===== src/hw/period_match_timer8_cfg.svh =====
// Contract
// - counter ticks on instruction clock (hclk/4) through prescaler of 1, 4 or 16.
// - control bits 1:0 pick prescale: 00 by 1, 01 by 4, 1x by 16.
// - counter counts up from zero to period, then wraps to zero next increment.
// - period register is software read/write and resets to all ones.
// - counter register is software read/write and resets to zero.
// - each match feeds a 4-bit postscaler that sets the match flag at its count.
// - postscale field bits 6:3, value n sets flag every n+1 matches.
// - prescale and postscale counts clear on counter write, control write, reset.
// - writing the control register leaves the counter value unchanged.
// - control bit 2 enables counting; clear stops the timer.
// - match pulse before the postscaler goes out to the serial port.
// - counter and period are offered to the PWM unit as time base.
// - control bit 7 reads zero; all implemented control bits reset to zero.
`ifndef PERIOD_MATCH_TIMER8_CFG_SVH
`define PERIOD_MATCH_TIMER8_CFG_SVH
`define PMT_OFS_COUNT     12'h000
`define PMT_OFS_CONTROL   12'h004
`define PMT_OFS_PERIOD    12'h008
`define PMT_OFS_STATUS    12'h00c
`define PMT_OFS_ENABLE    12'h010
`define PMT_OFS_CLEAR     12'h014
`define PMT_CTL_PRE_LSB   0
`define PMT_CTL_RUN_BIT   2
`define PMT_CTL_POST_LSB  3
`define PMT_CTL_MASK      8'h7f
`define PMT_RST_COUNT     8'h00
`define PMT_RST_CONTROL   8'h00
`define PMT_RST_PERIOD    8'hff
`define PMT_INSTR_DIV     2'h3
`define PMT_PRE_4_TOP     4'h3
`define PMT_PRE_16_TOP    4'hf
`define PMT_STAT_MATCH    0
`endif


===== src/hw/period_match_timer8_pkg.sv =====
package period_match_timer8_pkg;
    typedef enum logic [1:0] {
        ph_idle  = 2'b00,
        ph_write = 2'b01,
        ph_read  = 2'b10
    } bus_phase_t;
endpackage


===== src/hw/period_match_timer8.sv =====
// Decided for this implementation: the register offsets and the AHB-Lite interface to the registers.
`include "period_match_timer8_cfg.svh"
// 8-bit period match timer with AHB-Lite register access
module period_match_timer8 (
    // clock and reset
    input  wire logic        hclk,
    input  wire logic        hresetn,
    // ahb-lite slave
    input  wire logic        hsel,
    input  wire logic [11:0] haddr,
    input  wire logic [1:0]  htrans,
    input  wire logic        hwrite,
    input  wire logic [2:0]  hsize,
    input  wire logic [31:0] hwdata,
    input  wire logic        hready,
    output logic      [31:0] hrdata,
    output logic             hreadyout,
    output logic             hresp,
    // neighbours
    output logic             match_pulse,
    output logic      [7:0]  pwm_count,
    output logic      [7:0]  pwm_period,
    // interrupt
    output logic             irq
);
    typedef struct packed {
        period_match_timer8_pkg::bus_phase_t ph;
        logic [11:0] addr;
        logic [7:0]  count;
        logic [6:0]  ctl;
        logic [7:0]  period;
        logic [3:0]  post;
        logic        flag;
        logic        en;
        logic        match;
        logic [31:0] rdata;
    } tmr_state_t;

    tmr_state_t s_q;
    tmr_state_t s_d;
    logic       tick;
    logic       wr_count;
    logic       wr_ctl;
    logic       presc_clear;
    logic       hit;
    logic       post_done;

    // register read mux, used for the data phase capture
    function automatic logic [31:0] read_reg(input logic [11:0] a, input tmr_state_t s);
        case (a)
            `PMT_OFS_COUNT:   read_reg = {24'h0, s.count};
            `PMT_OFS_CONTROL: read_reg = {25'h0, s.ctl};
            `PMT_OFS_PERIOD:  read_reg = {24'h0, s.period};
            `PMT_OFS_STATUS:  read_reg = {31'h0, s.flag};
            `PMT_OFS_ENABLE:  read_reg = {31'h0, s.en};
            default:          read_reg = 32'h0;
        endcase
    endfunction

    assign wr_count    = (s_q.ph == period_match_timer8_pkg::ph_write) && (s_q.addr == `PMT_OFS_COUNT);
    assign wr_ctl      = (s_q.ph == period_match_timer8_pkg::ph_write) && (s_q.addr == `PMT_OFS_CONTROL);
    assign presc_clear = wr_count || wr_ctl;
    assign hit         = tick && (s_q.count == s_q.period);
    assign post_done   = s_q.post == s_q.ctl[`PMT_CTL_POST_LSB +: 4];

    tick_divider u_div (
        .hclk    (hclk),
        .hresetn (hresetn),
        .run     (s_q.ctl[`PMT_CTL_RUN_BIT]),
        .clear   (presc_clear),
        .pre_sel (s_q.ctl[`PMT_CTL_PRE_LSB +: 2]),
        .tick    (tick)
    );

    // bus phases plus counter, postscaler and flag
    always_comb begin
        s_d       = s_q;
        s_d.match = hit;
        s_d.ph    = period_match_timer8_pkg::ph_idle;
        if (hsel && hready && htrans[1]) begin
            s_d.addr = haddr;
            s_d.ph   = hwrite ? period_match_timer8_pkg::ph_write : period_match_timer8_pkg::ph_read;
            if (!hwrite) begin
                s_d.rdata = read_reg(haddr, s_q);
            end
        end
        if (hit) begin
            s_d.count = 8'h00;
            s_d.post  = post_done ? 4'h0 : s_q.post + 4'h1;
        end else if (tick) begin
            s_d.count = s_q.count + 8'h01;
        end
        if (hit && post_done) begin
            s_d.flag = 1'b1;
        end
        if (presc_clear) begin
            s_d.post = 4'h0;
        end
        if (s_q.ph == period_match_timer8_pkg::ph_write) begin
            case (s_q.addr)
                `PMT_OFS_COUNT:   s_d.count  = hwdata[7:0];
                `PMT_OFS_CONTROL: s_d.ctl    = hwdata[6:0];
                `PMT_OFS_PERIOD:  s_d.period = hwdata[7:0];
                `PMT_OFS_ENABLE:  s_d.en     = hwdata[`PMT_STAT_MATCH];
                `PMT_OFS_CLEAR: begin
                    // a new event in the same cycle wins over the clear
                    if (hwdata[`PMT_STAT_MATCH] && !(hit && post_done)) begin
                        s_d.flag = 1'b0;
                    end
                end
                default: ;
            endcase
        end
    end

    always_ff @(posedge hclk or negedge hresetn) begin
        if (!hresetn) begin
            s_q        <= '0;
            s_q.count  <= `PMT_RST_COUNT;
            s_q.ctl    <= 7'h00;
            s_q.period <= `PMT_RST_PERIOD;
        end else begin
            s_q <= s_d;
        end
    end

    assign hrdata      = s_q.rdata;
    assign hreadyout   = 1'b1;
    assign hresp       = 1'b0;
    assign match_pulse = s_q.match;
    assign pwm_count   = s_q.count;
    assign pwm_period  = s_q.period;
    assign irq         = s_q.flag && s_q.en;

    // checks
    a_count_wrap: assert property (@(posedge hclk) disable iff (!hresetn)
        hit && !wr_count |=> s_q.count == 8'h00) else $error("count did not wrap");
    a_period_rst: assert property (@(posedge hclk) $rose(hresetn) |-> s_q.period == 8'hff)
        else $error("period reset wrong");
    a_ctl_keep: assert property (@(posedge hclk) disable iff (!hresetn)
        wr_ctl && !tick |=> s_q.count == $past(s_q.count)) else $error("control write moved count");
    a_stop_hold: assert property (@(posedge hclk) disable iff (!hresetn)
        !s_q.ctl[2] && !wr_count |=> $stable(s_q.count)) else $error("stopped timer counted");
    a_match_out: assert property (@(posedge hclk) disable iff (!hresetn)
        hit |=> match_pulse) else $error("match pulse missing");
    a_flag_set: assert property (@(posedge hclk) disable iff (!hresetn)
        hit && post_done |=> s_q.flag) else $error("flag not set");
    a_post_clr: assert property (@(posedge hclk) disable iff (!hresetn)
        presc_clear |=> s_q.post == 4'h0) else $error("postscaler not cleared");
    a_irq_gate: assert property (@(posedge hclk) disable iff (!hresetn)
        irq |-> s_q.flag && s_q.en) else $error("irq without flag");
    a_bit7_zero: assert property (@(posedge hclk) disable iff (!hresetn)
        s_q.ph == period_match_timer8_pkg::ph_read && s_q.addr == `PMT_OFS_CONTROL |-> hrdata[7] == 1'b0)
        else $error("control bit 7 set");
    c_match: cover property (@(posedge hclk) disable iff (!hresetn) hit);
    c_flag: cover property (@(posedge hclk) disable iff (!hresetn) $rose(s_q.flag));
    c_irq: cover property (@(posedge hclk) disable iff (!hresetn) $rose(irq));
endmodule


===== src/hw/tick_divider.sv =====
`include "period_match_timer8_cfg.svh"
// instruction clock and prescaler: one tick every 4, 16 or 64 hclk cycles
module tick_divider (
    // clock and reset
    input  wire logic       hclk,
    input  wire logic       hresetn,
    // control
    input  wire logic       run,
    input  wire logic       clear,
    input  wire logic [1:0] pre_sel,
    // tick out
    output logic            tick
);
    typedef struct packed {
        logic [1:0] phase;
        logic [3:0] pre;
    } div_state_t;

    div_state_t s_q;
    div_state_t s_d;
    logic       instr_tick;
    logic [3:0] pre_top;

    // prescale top count from the select code
    always_comb begin
        case (pre_sel)
            2'b00:   pre_top = 4'h0;
            2'b01:   pre_top = `PMT_PRE_4_TOP;
            default: pre_top = `PMT_PRE_16_TOP;
        endcase
    end

    assign instr_tick = run && (s_q.phase == `PMT_INSTR_DIV);
    assign tick       = instr_tick && (s_q.pre >= pre_top);

    // phase divider keeps running only while enabled, to save power
    always_comb begin
        s_d = s_q;
        if (clear) begin
            s_d.phase = 2'h0;
            s_d.pre   = 4'h0;
        end else if (run) begin
            s_d.phase = s_q.phase + 2'h1;
            if (instr_tick) begin
                s_d.pre = tick ? 4'h0 : s_q.pre + 4'h1;
            end
        end
    end

    always_ff @(posedge hclk or negedge hresetn) begin
        if (!hresetn) begin
            s_q <= '0;
        end else begin
            s_q <= s_d;
        end
    end
endmodule


===== config.mk =====
export PLATFORM = sky130hd
export DESIGN_NAME = period_match_timer8
export DESIGN_NICKNAME = d
export VERILOG_FILES = /design/src/hw/period_match_timer8_pkg.sv /design/src/hw/period_match_timer8.sv /design/src/hw/tick_divider.sv
export VERILOG_INCLUDE_DIRS = /design/src /design/src/hw
export SDC_FILE = /design/constraint.sdc
export NUM_CORES = 1
export LEC_CHECK = 0
export BUFFER_PORTS_ARGS = -buffer_cell sky130_fd_sc_hd__buf_4
export CORE_MARGIN = 2
export CORE_UTILIZATION = 47
export DETAILED_ROUTE_END_ITERATION = 16
export GPL_TIMING_DRIVEN = 0
export PLACE_DENSITY_LB_ADDON = 0.25
export SETUP_SLACK_MARGIN = 0.02
export SLEW_MARGIN = 25
export SYNTH_ARGS = -nofsm -noshare
export SYNTH_HDL_FRONTEND = slang
export SYNTH_SLANG_ARGS = --single-unit

===== constraint.sdc =====
create_clock -name hclk -period 1.92 [get_ports hclk]
set_input_delay 0.192 -clock hclk [delete_from_list [all_inputs] [get_ports hclk]]
set_output_delay 0.192 -clock hclk [all_outputs]
set_load 0.02 [all_outputs]

==> results of run 1 <==
==> timing repair <==
| action | 4_1_cts | 5_1_grt |
|---|---|---|
| endpoints found under the hold margin | 50 | 0 |
| gates resized for setup | 15 | 24 |
| cloned | 1 | 0 |
| hold buffers | 1 | 0 |
| setup endpoints to repair | 23 | 22 |
| pin swaps | 11 | 15 |
| buffers inserted | 9 | 5 |
==> worst reg2reg max path, delay by kind of cell, from the launching register on <==
kind	cells	cell delay (ns)
compound gates	4	0.87
fa+ha+maj	1	0.29
flops	1	0.37
simple gates	2	0.32
==> synth_stat cells, types with 3 or more instances <==
library cell,instances
nand4b_1,4
o21ai_1,4
mux2_4,7
and2_1,3
nand2_1,22
nor4_1,3
a22o_1,7
xnor2_1,6
nand4_1,4
nor3_1,11
o21ai_0,13
nor2_1,18
mux2i_1,9
inv_1,7
dfstp_2,8
clkbuf_1,6
buf_4,50
a21oi_1,13
nand3_1,7
nor4_4,3
a31oi_1,3
a32oi_1,3
ha_1,8
xor2_1,10
dfrtp_1,50
buf_2,3
mux2_2,22
==> power by group <==
group	switching, mW	internal (mW)
clock network	0.467	0.498
logic	0.755	0.793
registers	0.317	1.43
==> logic make-up (layout without fill, tap and decap cells) <==
| kind of cell | Yosys count | after routing | synth area share |
|---|---|---|---|
| mux | 38 | 38 | 0.1267 |
| simple gates | 91 | 91 | 0.1575 |
| compound gates | 54 | 54 | 0.1010 |
| buf+inv | 66 | 148 | 0.1257 |
| flops | 58 | 58 | 0.4182 |
| xor+xnor | 16 | 16 | 0.04010 |
| other cells | 2 | 26 | 0.002149 |
| fa+ha+maj | 8 | 8 | 0.02864 |
==> layer usage <==
layer | vias up | share of wire | GRT usage
li1 | 1309 | - | -
met1 | 1346 | 0.44 | 0.2780
met2 | 82 | 0.48 | 0.3371
met3 | 15 | 0.051 | 0.02766
met4 | 0 | 0.024 | 0.09744
met5 | - | 0 | 0
==> cell type report <==
| cell class | count | area share |
|---|---|---|
| inverters | 7 | 0.006352 |
| clock buffers | 13 | 0.03286 |
| flip-flops and latches | 58 | 0.3231 |
| well taps | 99 | 0.02734 |
| multi-input cells | 233 | 0.4010 |
| plain buffers | 58 | 0.09445 |
| repair buffers | 67 | 0.1116 |
| clock inverters | 3 | 0.003314 |
==> state kept, by name, indices dropped and copies added, names as in the netlist <==
name	cells
hrdata	8
u_div.s_q	6
match_pulse	1
pwm_count	8
pwm_period	8
s_q	27
==> through the flow <==
stage                     hold slack [ns]  cell area, um^2  worst slack (ns)  setup TNS [ns]  utilization
final                             0.09649             4531          -0.04311         -0.1192       0.6280
after global routing              0.09497             4531           -0.1390          -1.034       0.6280
after CTS                         0.09047             4418          -0.04615         -0.1477       0.6124
after detailed placement           0.3059             4115           -0.2104          -2.437       0.5704
after global placement             0.2978             4115           -0.1703          -1.454       0.5704
after floorplan                   -0.1036             3608           0.06707               0            -
==> layout by cell type, fill, tap and decap left out, types with 6 or more instances in the layout <==
| cell | n |
|---|---|
| nand2_1 | 21 |
| o21ai_0 | 7 |
| dfrtp_1 | 48 |
| nand3_1 | 7 |
| dfstp_2 | 8 |
| mux2_2 | 22 |
| a22o_1 | 7 |
| inv_1 | 6 |
| clkbuf_8 | 11 |
| mux2i_1 | 9 |
| xor2_1 | 10 |
| nor3_1 | 11 |
| nor2_1 | 15 |
| buf_4 | 116 |
| xnor2_1 | 6 |
| mux2_4 | 7 |
| conb_1 | 26 |
| ha_1 | 6 |
| a21oi_1 | 8 |
| clkbuf_1 | 7 |
==> how the worst max path moves through the flow <==
stage / to / slack [ns] / startpoint / depth (start not counted)
after floorplan: pwm_count[4]$_DFF_PN0_ / 0.07 / s_q[48]$_DFFE_PN0P_ / 9
after global placement: pwm_count[4]$_DFF_PN0_ / -0.17 / s_q[48]$_DFFE_PN0P_ / 9
after detailed placement: pwm_count[4]$_DFF_PN0_ / -0.21 / s_q[48]$_DFFE_PN0P_ / 9
after CTS: s_q[37]$_DFFE_PN0P_ / -0.05 / s_q[48]$_DFFE_PN0P_ / 7
after global routing: pwm_count[0]$_DFF_PN0_ / -0.14 / s_q[48]$_DFFE_PN0P_ / 8
final: s_q[37]$_DFFE_PN0P_ / -0.04 / s_q[48]$_DFFE_PN0P_ / 7
==> flow_metrics.tcl, run 1 <==
set metrics [dict create \
    outcome "finished with violations" \
    violations "negative setup slack" \
    worstPathCellList "or2_4, ha_4, nor3b_4, o21ai_2, o211ai_1, a211o_1, a32o_1" \
    clock.fmax_mhz 509.4 \
    grt_pass1_vias 2749 \
    placementRows 31 \
    antenna_found_initial 0 \
    first_iter_violations 134 \
    dp.final_hpwl_um 5915 \
    fillers 633 \
    drc 0 \
    worstMarginPinSlew_ns 0.8107 \
    cts-root-buf "clkbuf_8" \
    worst_path_largest_cell_delay_ns 0.37 \
    cts_buffers 9 \
    p_total_mw 4.264 \
    slowest_stage "dfrtp_1" \
    min_from "haddr[1]" \
    finalSetupViolCount 3 \
    die_h_um 90.23 \
    cellLeakagePower_nw 2.158 \
    clk_latency_ns 0.34 \
    diodes 0 \
    critPathTopFamily "compound AO/OA/AOI/OAI gates" \
    netlist.area_leader.share 0.3580 \
    path_buf_inv 0 \
    ioPinCount 106 \
    fp.dieW_um 90.23 \
    dr.pass1.iters 4 \
    finalHoldViolCount 0 \
    totalWireLength_um 8227 \
    worst_hold_path.endpoint "s_q[63]$_DFFE_PN0P_" \
    synthArstFlopShare 1.000 \
    drv_slew 0 \
    clock_sink_count 58 \
    min_path_type "in -> reg" \
    start_kind "register" \
    yosysTopAreaCell "dfrtp_1" \
    worstPathArrival_ns 2.19 \
    grt_pass1_wl_um 13610 \
    yosys.cell_types.count 50 \
    cts_max_level 3 \
    synth_area_per_cell_um2 10.49 \
    critical_path_class "reg -> reg" \
    avgViaCountPerCell 5.115 \
    final_cells 538 \
    yosys-top-cells-area "dfrtp_1 36%, buf_4 11%, mux2_2 7.1%" \
    worst_r2r_path_depth 7 \
    whs_path_depth 2 \
    rsz0062_at_grt "true" \
    grt_max_degree 59 \
    ctsLongestPathBuffers 2 \
    peakVddDrop_uv 466.0 \
    r2r_end "s_q[37]$_DFFE_PN0P_" \
    grt_overflow 0 \
    wl_per_cell_um 15.29 \
    fin_ws_ns -0.04311 \
    synth_edf_count 0 \
    yosysSeqAreaShare 0.4182 \
    maxCapViolCount 0 \
    areaGrowthSynthToFinish_pct 29.65 \
    initial_core_util 0.4844 \
    seqCellArea_um2 1464 \
    timing.rr.start "s_q[48]$_DFFE_PN0P_" \
    track_usage 0.2083 \
    finalCritPeriodShare 1.022 \
    drive_above_1_share 0.4692 \
    syn-instance-count 333 \
    die_area_um2 8141 \
    portBuffers 51 \
    design.core.area_um2 7214 \
    ys_warn_count 0 \
    finClkSkew_ns 0.009195 \
    finalNetCount 496 \
    ys_seq_elements 58 \
    timing.reg2reg.setup_slack_ns -0.04 \
    crit_fanout 4 \
    dp_cells 507 \
    multi_input_area_um2 1817 \
    synth_ff_type "dfrtp_1" \
    cts_tree "built" \
    pwr_density_cell_nw_per_um2 941.2 \
    vias 2752 \
    clkTransAtPathRegs_ns 0.06 \
    ant_nets 0 \
    gp_congestion 0.8689 \
    synthesis.area_um2 3495 \
    cp.required_ns 2.15 \
    period_minus_slack_ns 1.963 \
    endpoint_kind "register" \
    slew_headroom 0.4554 \
]
Power figures use the tool's default switching activity.
==> run 2, diff against run 1 <==
--- a/config.mk
+++ b/config.mk
@@ -7,6 +7,7 @@
 export NUM_CORES = 1
 export LEC_CHECK = 0
 export BUFFER_PORTS_ARGS = -buffer_cell sky130_fd_sc_hd__buf_4
+export CORE_ASPECT_RATIO = 0.7
 export CORE_MARGIN = 2
 export CORE_UTILIZATION = 47
 export DETAILED_ROUTE_END_ITERATION = 16
==> run 2 against run 1 <==
The flow still finishes with violations (negative setup slack). Critical endpoint unchanged. Flip-flop and latch count stayed put. Worst hold slack better by 0.0022 ns. Cell area is 0.61% lower. Largest cell class unchanged.
==> flow_metrics.tcl, run 2 (same netlist as run 1, synthesis figures left out) <==
set metrics [dict create \
    dp.final_hpwl_um 5840 \
    design.core.area_um2 7254 \
    fin_setup_tns_ns -0.3059 \
    crit_fanout 5 \
    ant_nets 0 \
    grt_max_degree 59 \
    layout_commonest_cell "buf_4" \
    areaGrowthSynthToFinish_pct 28.86 \
    timing.hold.ws_ns 0.09874 \
    avgViaCountPerCell 5.000 \
    placementRows 26 \
    vias 2680 \
    grt_overflow 0 \
    period_minus_slack_ns 1.993 \
    ctsLongestPathBuffers 2 \
    ioPinCount 106 \
    worst_hold_path.endpoint "s_q[63]$_DFFE_PN0P_" \
    cp.required_ns 2.14 \
    gp_congestion 0.8965 \
    finalNetCount 496 \
    min_from "haddr[1]" \
    finClkSkew_ns 0.006571 \
    fillers 601 \
    drv_slew 0 \
    worstPathArrival_ns 2.21 \
    dr.pass1.iters 4 \
    maxCapViolCount 0 \
    clock.fmax_mhz 501.8 \
    layout_common_cells "116 x buf_4, 50 x dfrtp_1, 26 x conb_1" \
    grt_pass1_wl_um 12990 \
    die_area_um2 8152 \
    outcome "finished with violations" \
    top_register "s_q" \
    clock_sink_count 58 \
    clk_latency_ns 0.33 \
    critical_path_class "reg -> reg" \
    finalCritPeriodShare 1.038 \
    drive_above_1_share 0.4589 \
    track_usage 0.2079 \
    min_path_type "in -> reg" \
    worstMarginPinSlew_ns 0.7397 \
    timing.rr.start "s_q[48]$_DFFE_PN0P_" \
    final_cells 536 \
    dp_cells 506 \
    cts_buffers 9 \
    p_total_mw 4.299 \
    fp.dieW_um 107.1 \
    worst_r2r_path_depth 7 \
    start_kind "register" \
    finalHoldViolCount 0 \
    r2r_end "s_q[37]$_DFFE_PN0P_" \
    cts_tree "built" \
    first_iter_violations 276 \
    drc 0 \
    diodes 0 \
    slew_headroom 0.5030 \
    die_h_um 76.15 \
    pwr_density_cell_nw_per_um2 954.7 \
    peakVddDrop_uv 446.0 \
    finalSetupViolCount 11 \
    totalWireLength_um 8172 \
    fin_util 0.6207 \
    antenna_found_initial 0 \
    wl_per_cell_um 15.25 \
    place_ws_ns -0.2196 \
    fin_ws_ns -0.07301 \
    cellLeakagePower_nw 2.163 \
    whs_path_depth 2 \
    cts_max_level 3 \
    timing.reg2reg.setup_slack_ns -0.07 \
    largest_register_ffs 27 \
    final_cell_area_um2 4503 \
    dpl-instance-area_um2 4114 \
    rsz0062_at_grt "true" \
    endpoint_kind "register" \
    grt_pass1_vias 2484 \
    cts-root-buf "clkbuf_8" \
    violations "negative setup slack" \
    initial_core_util 0.4817 \
    clkTransAtPathRegs_ns 0.06 \
    portBuffers 51 \
]
[run 2: worst max-delay path by stage]
stage,from,to,slack [ns],cells past startpoint
2_1_floorplan,s_q[48]$_DFFE_PN0P_,pwm_count[4]$_DFF_PN0_,0.07,9
3_3_place_gp,s_q[48]$_DFFE_PN0P_,pwm_count[4]$_DFF_PN0_,-0.21,9
3_5_place_dp,s_q[48]$_DFFE_PN0P_,pwm_count[4]$_DFF_PN0_,-0.22,9
4_1_cts,s_q[48]$_DFFE_PN0P_,pwm_count[4]$_DFF_PN0_,-0.06,8
5_1_grt,s_q[48]$_DFFE_PN0P_,s_q[37]$_DFFE_PN0P_,-0.15,7
6_report,s_q[48]$_DFFE_PN0P_,s_q[37]$_DFFE_PN0P_,-0.07,7
[run 2: cell type report]
| type | count | area (um^2) | share of cell area |
|---|---|---|---|
| Multi-Input combinational cell | 233 | 1773 | 0.3937 |
| Timing Repair Buffer | 67 | 509.2 | 0.1131 |
| Clock inverter | 2 | 10.01 | 0.002223 |
| Sequential cell | 58 | 1461 | 0.3245 |
| Clock buffer | 13 | 178.9 | 0.03973 |
| Tap cell | 98 | 122.6 | 0.02723 |
| Buffer | 58 | 421.7 | 0.09364 |
| Inverter | 7 | 26.28 | 0.005835 |
[run 2: per-layer routing]
layer	routed length, um	GRT usage
met5	0	0
met3	569	0.05902
met2	3488	0.2924
met1	4028	0.3125
met4	85	0.05455
[run 2: timing repair]
action                     in CTS  in global routing
hold buffers                    1                  0
hold endpoints to repair       50                  0
resized for setup              20                  9
cloned                          1                  0
pin swaps                      11                 12
setup endpoints to repair      23                 25
buffers inserted                9                  5
[run 2: worst max-delay path, cell delays in order (launching register included)]
cell and delay [ns]:
dfrtp_1 0.38, or2_4 0.27, ha_4 0.28, nor3b_4 0.04, o21ai_2 0.14, o211ai_1 0.23, a211o_1 0.29, a32o_1 0.25
[run 2: report_power, final]
part	switching, mW	internal (mW)	total [mW]
clock	0.458	0.598	1.06
combinational	0.750	0.755	1.50
sequential	0.308	1.43	1.74
total	1.52	2.78	4.30
==> run 3, diff against run 2 <==
--- a/config.mk
+++ b/config.mk
@@ -12,6 +12,7 @@
 export CORE_UTILIZATION = 47
 export DETAILED_ROUTE_END_ITERATION = 16
 export GPL_TIMING_DRIVEN = 0
+export MAX_ROUTING_LAYER = met4
 export PLACE_DENSITY_LB_ADDON = 0.25
 export SETUP_SLACK_MARGIN = 0.02
 export SLEW_MARGIN = 25
==> run 3 against run 2 <==
The flow still finishes with violations (negative setup slack). Maximum frequency is 0.66% higher. Combinational power hardly changed. Core utilization up 0.29 points. Setup slack better by 0.013 ns. Cell count increased by 0.19%. Clock power hardly changed. Routed wire length increased by 0.58%. Sequential share of layout area is 0.15 points lower. First-iteration DRC count down 21%. Flip-flop and latch count did not move.
==> flow_metrics.tcl, run 3 (same netlist as run 1, synthesis figures left out) <==
set metrics [dict create \
    pwr_density_cell_nw_per_um2 957.3 \
    timing.rr.start "s_q[48]$_DFFE_PN0P_" \
    vias 2730 \
    cellLeakagePower_nw 2.165 \
    ant_nets 0 \
    min_from "haddr[1]" \
    gp_congestion 0.9118 \
    grt_max_degree 59 \
    drc 0 \
    cts-root-buf "clkbuf_8" \
    outcome "finished with violations" \
    avgViaCountPerCell 5.084 \
    layout_common_cells "116 x buf_4, 50 x dfrtp_1, 26 x conb_1" \
    crit_start "s_q[48]$_DFFE_PN0P_" \
    layout_commonest_cell "buf_4" \
    finalHoldViolCount 0 \
    track_usage 0.2148 \
    cts_buffers 9 \
    largest_register_ffs 27 \
    design.core.area_um2 7254 \
    grt_pass1_vias 2490 \
    drive_above_1_share 0.4624 \
    violations "negative setup slack" \
    critical_path_class "reg -> reg" \
    totalWireLength_um 8219 \
    diodes 0 \
    drv_slew 0 \
    antenna_found_initial 0 \
    endpoint_kind "register" \
    die_h_um 76.15 \
    worstPathArrival_ns 2.19 \
    start_kind "register" \
    crit_fanout 5 \
    wl_per_cell_um 15.31 \
    ctsLongestPathBuffers 2 \
    rsz0062_at_grt "true" \
    peakVddDrop_uv 441.6 \
    fin_setup_tns_ns -0.2876 \
    cp.required_ns 2.13 \
    finalCritPeriodShare 1.031 \
    maxCapViolCount 0 \
    finalSetupViolCount 8 \
    period_minus_slack_ns 1.980 \
    min_path_type "in -> reg" \
    clock.fmax_mhz 505.1 \
    timing.hold.ws_ns 0.09572 \
    placementRows 26 \
    cts_max_level 3 \
    p_total_mw 4.331 \
    portBuffers 51 \
    slew_headroom 0.4883 \
    dp.final_hpwl_um 5840 \
    top_register "s_q" \
    cts_tree "built" \
    clk_latency_ns 0.33 \
    grt_overflow 0 \
    grt_pass1_wl_um 12970 \
    worst_path_largest_cell_delay_ns 0.38 \
    areaGrowthSynthToFinish_pct 29.47 \
    ioPinCount 106 \
    clkTransAtPathRegs_ns 0.06 \
    fillers 599 \
    fp.dieW_um 107.1 \
    fin_util 0.6237 \
    fin_ws_ns -0.05992 \
    worstPathCellList "or2_4, ha_4, nor3b_4, o21ai_2, buf_4, o211a_4, buf_6, a32oi_1, o21ai_1" \
    slowest_stage "dfrtp_1" \
    worstMarginPinSlew_ns 0.7617 \
    dr.pass1.iters 4 \
    finalNetCount 497 \
    die_area_um2 8152 \
    first_iter_violations 219 \
    clock_sink_count 58 \
    finClkSkew_ns 0.006345 \
    initial_core_util 0.4817 \
]
==> run 3: worst max-delay path, delay by kind of cell, from the launching register on <==
family          cells  cell delay [ns]
flops               1             0.38
fa+ha+maj           1             0.22
simple gates        2             0.47
compound gates      4             0.51
buf+inv             2             0.27
==> run 3: repair_timing <==
action                                  in CTS  in global routing
setup buffers                                9                  5
endpoints found under the setup margin      23                 25
pin swaps                                   11                 14
gates resized for setup                     20                 13
hold buffers                                 1                  0
cloned                                       1                  1
hold endpoints to repair                    50                  0
==> run 3: layout make-up <==
| cell class | instances | area [um^2] | share of cell area |
|---|---|---|---|
| Sequential cell | 58 | 1461 | 0.3230 |
| Buffer | 58 | 425.4 | 0.09403 |
| Tap cell | 98 | 122.6 | 0.02710 |
| Clock buffer | 13 | 178.9 | 0.03955 |
| Clock inverter | 2 | 10.01 | 0.002212 |
| Multi-Input combinational cell | 233 | 1779 | 0.3933 |
| Inverter | 7 | 26.28 | 0.005808 |
| Timing Repair Buffer | 68 | 520.5 | 0.1150 |
==> run 3: metal layers <==
| metal | vias to the layer above | GRT usage | share of wire |
|---|---|---|---|
| met3 | 13 | 0.05475 | 0.083 |
| met5 | - | - | 0 |
| met1 | 1294 | 0.3141 | 0.47 |
| li1 | 1317 | - | - |
| met4 | 0 | 0.06623 | 0.013 |
| met2 | 106 | 0.2911 | 0.43 |
==> run 3: final timing paths <==
path / slack, ns / depth (start not counted) / end
max: -0.06 / 9 / pwm_count[6]$_DFF_PN0_
max reg2reg: -0.06 / 9 / pwm_count[6]$_DFF_PN0_
min in group asynchronous: 0.46 / 2 / pwm_count[5]$_DFF_PN0_
min reg2reg: 0.49 / 2 / hrdata[0]$_DFFE_PN0P_
min: 0.1 / 2 / s_q[63]$_DFFE_PN0P_
max in group asynchronous: 0.98 / 2 / pwm_count[1]$_DFF_PN0_
==> run 3: where the power goes <==
part,internal [mW],switching (mW),leakage (nW)
combinational,0.775,0.756,1.36
sequential,1.43,0.307,0.701
clock,0.598,0.464,0.101
total,2.80,1.53,2.17
==> run 3: stage by stage <==
step / setup slack, ns / instances / cell area (um^2)
after floorplan: 0.06707 / 357 / 3608
after global placement: -0.2134 / 506 / 4114
after detailed placement: -0.2196 / 506 / 4114
after CTS: -0.06033 / 531 / 4441
after global routing: -0.1366 / 537 / 4524
final: -0.05992 / 537 / 4524
